--- src/pkg/drt_pkg.sv ---
/*
  Constants, types and register layout of the refresh interval timer.
  Assumes one clock (the external bus clock) and a simple word/byte
  register port driven by logic on that same clock.
*/
package drt_pkg;

  // ==========================================================
  // register select codes
  localparam logic [1:0] DRT_SEL_CSR   = 2'h0;
  localparam logic [1:0] DRT_SEL_CNT   = 2'h1;
  localparam logic [1:0] DRT_SEL_LIM   = 2'h2;
  localparam logic [1:0] DRT_SEL_TALLY = 2'h3;

  // ==========================================================
  // write keys
  localparam logic [7:0] DRT_KEY_BYTE  = 8'hA5;
  localparam logic [5:0] DRT_KEY_TALLY = 6'h29;

  // ==========================================================
  // control/status bit positions
  localparam int DRT_B_CMF  = 7;
  localparam int DRT_B_MATCH_IRQ_ENABLE = 6;
  localparam int DRT_B_CKSH = 5;
  localparam int DRT_B_CKSL = 3;
  localparam int DRT_B_OVF  = 2;
  localparam int DRT_B_OVERFLOW_IRQ_ENABLE = 1;
  localparam int DRT_B_TALLY_LIMIT_SELECT = 0;

  // ==========================================================
  // reset values and limits
  localparam logic [7:0]  DRT_CSR_RST   = 8'h00;
  localparam logic [7:0]  DRT_CNT_RST   = 8'h00;
  localparam logic [7:0]  DRT_LIM_RST   = 8'h00;
  localparam logic [9:0]  DRT_TALLY_RST = 10'h000;
  localparam logic [10:0] DRT_LIMIT_LO  = 11'h400;
  localparam logic [10:0] DRT_LIMIT_HI  = 11'h200;
  localparam int          DRT_PRE_W     = 12;

  // ==========================================================
  // register port request
  typedef struct packed {
    logic        wr;
    logic        rd;
    logic        word;
    logic [1:0]  sel;
    logic [15:0] wdata;
  } drt_req_s;

endpackage

--- src/core/drt_top.sv ---
/*
  Refresh interval timer: prescaler, interval counter, limit, refresh
  tally, control/status, keyed writes and 16-bit reads.
  Assumes all inputs come from logic on clk; arst_n is power-on reset.
*/
`timescale 1ns/1ps
module drt_top
  import drt_pkg::*;
(
  // clock and reset
  input  wire logic        clk,
  input  wire logic        arst_n,
  input  wire logic        ce,
  // reset and power modes
  input  wire logic        manual_rst,
  input  wire logic        standby,
  // memory control register bits
  input  wire logic        refresh_enable_bit,
  input  wire logic        cbr_mode,
  // register port
  input  wire drt_req_s    req,
  output logic [15:0]      rdata,
  output logic             rvalid,
  // refresh and interrupt requests
  output logic             refresh_req,
  output logic             match_irq,
  output logic             overflow_irq
);

  // ==========================================================
  // state
  logic [7:0]           csr_r;
  logic [7:0]           cnt_r;
  logic [7:0]           lim_r;
  logic [9:0]           tally_r;
  logic [DRT_PRE_W-1:0] pre_r;
  logic                 tick;
  logic                 match;
  logic                 key_ok;
  logic                 tkey_ok;
  logic                 wr_csr;
  logic                 wr_cnt;
  logic                 wr_lim;
  logic                 wr_tally;
  logic [10:0]          tally_inc;
  logic [10:0]          tally_lim;
  logic                 ovf_hit;
  logic [2:0]           cks;

  // selected prescaler tap reaching its last count
  function automatic logic div_tick(input logic [2:0] sel,
                                    input logic [DRT_PRE_W-1:0] p);
    logic [DRT_PRE_W-1:0] m;
    m = '0;
    unique case (sel)
      3'h0: m = '0;
      3'h1: m = 12'h003;
      3'h2: m = 12'h00F;
      3'h3: m = 12'h03F;
      3'h4: m = 12'h0FF;
      3'h5: m = 12'h3FF;
      3'h6: m = 12'h7FF;
      3'h7: m = 12'hFFF;
    endcase
    return (sel != 3'h0) && ((p & m) == m);
  endfunction

  // ==========================================================
  // decode
  assign cks = csr_r[DRT_B_CKSH:DRT_B_CKSL];
  assign key_ok  = req.wdata[15:8] == DRT_KEY_BYTE;
  assign tkey_ok = req.wdata[15:10] == DRT_KEY_TALLY;
  assign wr_csr   = req.wr && req.word && key_ok && req.sel == DRT_SEL_CSR;
  assign wr_cnt   = req.wr && req.word && key_ok && req.sel == DRT_SEL_CNT;
  assign wr_lim   = req.wr && req.word && key_ok && req.sel == DRT_SEL_LIM;
  assign wr_tally = req.wr && req.word && tkey_ok
                    && req.sel == DRT_SEL_TALLY;

  assign tick  = !standby && div_tick(cks, pre_r);
  assign match = tick && (cnt_r == lim_r);

  assign tally_lim = csr_r[DRT_B_TALLY_LIMIT_SELECT] ? DRT_LIMIT_HI : DRT_LIMIT_LO;
  assign tally_inc = {1'b0, tally_r} + 11'h001;
  // overflow when the count reaches the limit
  assign ovf_hit   = match && (tally_inc >= tally_lim);

  // ==========================================================
  // prescaler
  always_ff @(posedge clk or negedge arst_n) begin
    if (!arst_n) begin
      pre_r <= '0;
    end else if (ce && !standby) begin
      pre_r <= pre_r + 12'h001;
    end
  end

  // ==========================================================
  // interval counter
  always_ff @(posedge clk or negedge arst_n) begin
    if (!arst_n) begin
      cnt_r <= DRT_CNT_RST;
    end else if (ce) begin
      if (wr_cnt) begin
        cnt_r <= req.wdata[7:0];
      end else if (match) begin
        cnt_r <= 8'h00;
      end else if (tick) begin
        cnt_r <= cnt_r + 8'h01;
      end
    end
  end

  // ==========================================================
  // interval limit
  always_ff @(posedge clk or negedge arst_n) begin
    if (!arst_n) begin
      lim_r <= DRT_LIM_RST;
    end else if (ce && wr_lim) begin
      lim_r <= req.wdata[7:0];
    end
  end

  // ==========================================================
  // refresh tally
  always_ff @(posedge clk or negedge arst_n) begin
    if (!arst_n) begin
      tally_r <= DRT_TALLY_RST;
    end else if (ce) begin
      if (wr_tally) begin
        tally_r <= req.wdata[9:0];
      end else if (ovf_hit) begin
        tally_r <= 10'h000;
      end else if (match) begin
        tally_r <= tally_inc[9:0];
      end
    end
  end

  // ==========================================================
  // control/status
  always_ff @(posedge clk or negedge arst_n) begin
    if (!arst_n) begin
      csr_r <= DRT_CSR_RST;
    end else if (ce) begin
      if (manual_rst) begin
        csr_r <= DRT_CSR_RST;
        csr_r[DRT_B_CKSH:DRT_B_CKSL] <= cks;
      end else begin
        if (wr_csr) begin
          csr_r[6:3] <= req.wdata[6:3];
          csr_r[1:0] <= req.wdata[1:0];
        end
        if (match) begin
          csr_r[DRT_B_CMF] <= 1'b1;
        end else if (wr_csr && !req.wdata[DRT_B_CMF]) begin
          csr_r[DRT_B_CMF] <= 1'b0;
        end
        if (ovf_hit) begin
          csr_r[DRT_B_OVF] <= 1'b1;
        end else if (wr_csr && !req.wdata[DRT_B_OVF]) begin
          csr_r[DRT_B_OVF] <= 1'b0;
        end
      end
    end
  end

  // ==========================================================
  // requests
  always_ff @(posedge clk or negedge arst_n) begin
    if (!arst_n) begin
      refresh_req  <= 1'b0;
      match_irq    <= 1'b0;
      overflow_irq <= 1'b0;
    end else if (ce) begin
      // refresh on match in CBR mode with the refresh enable bit set
      refresh_req  <= match && refresh_enable_bit && cbr_mode;
      match_irq    <= csr_r[DRT_B_CMF] && csr_r[DRT_B_MATCH_IRQ_ENABLE];
      overflow_irq <= csr_r[DRT_B_OVF] && csr_r[DRT_B_OVERFLOW_IRQ_ENABLE];
    end
  end

  // ==========================================================
  // read port
  always_ff @(posedge clk or negedge arst_n) begin
    if (!arst_n) begin
      rdata  <= 16'h0000;
      rvalid <= 1'b0;
    end else if (ce) begin
      rvalid <= req.rd;
      if (req.rd) begin
        unique case (req.sel)
          DRT_SEL_CSR:   rdata <= {8'h00, csr_r};
          DRT_SEL_CNT:   rdata <= {8'h00, cnt_r};
          DRT_SEL_LIM:   rdata <= {8'h00, lim_r};
          DRT_SEL_TALLY: rdata <= {6'h00, tally_r};
        endcase
      end
    end
  end
endmodule

--- config.mk ---
export PLATFORM = sky130hd
export DESIGN_NAME = drt_top
export DESIGN_NICKNAME = d
export VERILOG_FILES = /design/src/pkg/drt_pkg.sv /design/src/core/drt_top.sv
export SDC_FILE = /design/constraint.sdc
export NUM_CORES = 1
export LEC_CHECK = 0
export BUFFER_PORTS_ARGS = -buffer_cell sky130_fd_sc_hd__clkbuf_2
export CAP_MARGIN = 20
export CORE_MARGIN = 4
export CORE_UTILIZATION = 50
export DETAILED_ROUTE_END_ITERATION = 8
export PLACE_DENSITY = 0.74
export SLEW_MARGIN = 20
export SYNTH_ARGS = -nofsm -noshare
export SYNTH_HDL_FRONTEND = slang
export SYNTH_SLANG_ARGS = --single-unit
--- constraint.sdc ---
create_clock -name clk -period 6.7 [get_ports clk]
set_input_delay 1.34 -clock clk [delete_from_list [all_inputs] [get_ports clk]]
set_output_delay 1.34 -clock clk [all_outputs]
set_load 0.01 [all_outputs]
==> impl_metrics.py <==
metrics = {
    "die": {
        "core_area_mm2": 0.00687,
        "row_count": 30,
        "initial_core_util_pct": 51.9,
        "io_pins": 48,
        "die_w_um": 92.5,
        "fp.dieH_um": 92.5,
        "dieArea_mm2": 0.00855,
    },
    "clock_tree": {
        "cts_made_buffers": 9,
        "post-cts-setup-buffers": 0,
        "clock_latency_ps": 340,
        "root_buffer": "clkbuf_8",
        "clockBufferDepth": 2,
        "ctsResizeCount": 0,
        "htree_levels": 3,
        "cts_hold_buf": 0,
        "cts_tree": "built",
        "cts.sinks": 60,
        "clk_pin_slew_worst_paths_ps": 70,
    },
    "finish": {
        "fin_cells": 481,
        "register_area_mm2": 0.00150,
        "final_cell_mix": "60 x dfrtp_1, 41 x clkbuf_2, 27 x nor2_1, 23 x nand2_1",
        "layout_commonest_cell": "dfrtp_1",
        "fillers": 583,
        "area.growth.synth_to_final_pct": 12.5,
        "final_layout_size_suffix_gt1_share_pct": 25.2,
        "diodes": 0,
        "multi_input_area_mm2": 0.00193,
        "fin_nets": 414,
    },
    "global_route": {
        "grt_overflow": 0,
        "grt_pass1_wl_um": 14300,
        "grtUsageTotal_pct": 21.4,
        "first_global_vias": 2873,
        "antenna_found_initial": 0,
        "grt_max_degree": 61,
    },
    "timing": {
        "fmax_mhz": 306,
        "worstMarginPinSlew_ps": 910,
        "setup_tns_ps": 0,
        "period_needed_ps": 3270,
        "finalSetupViolCount": 0,
        "rsz0062_at_grt": "no",
        "hold_viol": 0,
        "fin_worst_skew_ps": 6.62,
        "slew_viol_final": 0,
        "slew_headroom_pct": 39.3,
        "period_share_pct": 48.8,
    },
    "setup_path": {
        "rr_worst_depth": 11,
        "start_kind": "primary input",
        "rr_startpoint": "tally_r[5]",
        "slowest_delay_ps": 770,
        "required_ps": 6930,
        "r2r_slack_ps": 3830,
        "worstPathCellList": "clkbuf_2 > nand2_1 > or3_1 > a21oi_1 > o31ai_1 > a21o_1",
        "slowest_stage": "a21oi_1",
        "cp_max_fo": 13,
        "worst_ep_arrival_time_ps": 3500,
        "r2r-end": "tally_r[4]",
        "worstSetupPathType": "primary input to flip-flop",
        "setup.worst_path.end_class": "flip-flop",
    },
    "route": {
        "routed_wl_um": 8650,
        "first_pass_iters": 5,
        "drt_iter0_markers": 240,
        "num_vias": 2900,
        "ant_nets": 0,
        "drc": 0,
        "via_per_inst": 6.03,
        "drt-wirelength-per-cell_um": 18.0,
    },
    "worst_hold_path": {
        "min_path_type": "flip-flop to flip-flop",
        "min_path_cells": 1,
        "min_to": "pre_r[11]",
        "min_from": "pre_r[11]",
    },
    "power_and_ir_drop": {
        "p_switching_mw": 0.223,
        "power_frac_seq_pct": 48.1,
        "power_frac_comb_pct": 10.6,
        "swShare_pct": 25.5,
        "power.density_mw_per_mm2": 217,
        "p_clk_share_pct": 41.3,
        "power_leakage_nw": 1.85,
        "ir_drop_mv": 0.105,
        "p_int_mw": 0.649,
    },
    "yosys": {
        "synth_flop_cell": "dfrtp_1",
        "ys_ff_latch": 60,
        "syn-mean-instance-area_um2": 10.4,
        "synth_area_leader_cell": "dfrtp_1",
        "synth_edf_count": 0,
        "synth_cell_types": 67,
        "synth_area_leaders": "dfrtp_1 42%, mux2_2 5.4%, mux4_2 4.4%, xnor2_1 3.9%, nor2_1 2.8%",
        "syn_area_mm2": 0.00357,
        "synthArstFlopShare_pct": 100,
        "yosysSeqAreaShare_pct": 42.1,
        "synth_top_cell_area_share_pct": 42.1,
        "yosys_warnings": 0,
        "syn_inst": 342,
    },
    "place": {
        "hpwl_um": 6110,
        "dp.cells": 465,
        "gp_congestion": 0.904,
        "numPortBuffers": 41,
    },
    "run": {
        "drv_cap": 0,
    },
    "run_status": {
        "status": "complete, no violations",
    },
}
## cells in the mapped netlist, types with 2 or more instances
master,count
nor3_1,10
buf_4,9
o21ai_0,15
and3_1,7
or3_1,3
ha_1,6
buf_2,3
o211a_1,2
and2_1,2
clkinv_1,2
o221ai_1,3
xor2_1,6
mux4_2,7
o21a_1,3
nor2_1,27
a21o_1,4
mux2_2,17
o221a_1,2
o31ai_1,4
nor2b_1,2
o2bb2ai_1,2
inv_1,6
a31oi_1,2
a22o_1,10
nand3_1,17
nand2_1,23
o22ai_1,3
o21ai_1,9
mux2_1,3
dfrtp_1,60
nand2b_1,3
xnor2_1,16
nand4_1,6
a21oi_1,10
nor3_2,2
clkbuf_1,5
## worst max-delay path: cells and delay by family
kind | cells | cell delay, ps
and+or+nand+nor | 2 | 650
AOI/OAI and AO/OA | 3 | 1160
buffers and inverters | 1 | 320
## worst max path at each step
stage / startpoint / cells past startpoint / to / slack, ps
after global placement: req[16] / 6 / tally_r[7] / 3210
final: req[16] / 6 / tally_r[7] / 3430
after CTS: req[16] / 6 / tally_r[7] / 3460
after global routing: req[16] / 6 / tally_r[7] / 3210
after floorplan: req[14] / 5 / csr_r[3] / 3540
after detailed placement: req[16] / 6 / tally_r[7] / 3120
## cell families (layout without fill, tap and decap cells)
| kind of cell | count (synthesis) | after routing | synth area share [%] |
|---|---|---|---|
| AOI/OAI and AO/OA | 81 | 81 | 16.9 |
| DFF | 60 | 60 | 42.1 |
| and+or+nand+nor | 115 | 115 | 17.6 |
| xor gates and xnor gates | 22 | 22 | 5.40 |
| adders and majority gates | 6 | 6 | 2.10 |
| buffers and inverters | 29 | 67 | 4.35 |
| other | 1 | 6 | 0.105 |
| muxes | 28 | 28 | 11.5 |
## power groups by stage
stage | logic, mW | clock network [mW] | registers, mW
3_5_place_dp | 0.0932 | 0 | 0.425
5_1_grt | 0.103 | 0.385 | 0.423
3_3_place_gp | 0.0904 | 0 | 0.423
6_report | 0.0924 | 0.360 | 0.419
2_1_floorplan | 0.0613 | 0 | 0.418
4_1_cts | 0.0936 | 0.365 | 0.419
## layer usage
metal	share of wire (%)	track usage (%)	up-vias
li1	-	-	1332
met5	0	0	-
met2	46	33.1	139
met4	1.5	7.80	0
met1	45	29.6	1413
met3	7.4	4.55	16
## metrics by stage
stage               utilization [%]  power, mW  hold slack [ps]  setup WS [ps]  instance area (um^2)
detailed placement             55.3      0.518              468           3120                  3800
CTS                            58.4      0.878              481           3460                  4010
global placement               55.3      0.514              464           3210                  3800
floorplan                         -      0.480              446           3540                  3590
finish                         58.4      0.872              479           3430                  4010
global route                   58.4      0.912              516           3210                  4010
## final cells by class
class	instances	share of cell area [%]
clock buffers	11	3.52
inverters	9	0.842
clock inverters	5	1.87
flip-flops and latches	60	37.4
multi-input cells	258	48.1
well taps	96	2.99
repair buffers	42	5.30
## registers in the layout, indices dropped and copies added (netlist names)
register      flops
tally_r          10
overflow_irq      1
csr_r             8
rvalid            1
lim_r             8
rdata            10
match_irq         1
refresh_req       1
pre_r            12
cnt_r             8
Note: power is estimated with default switching activity, not from simulation.
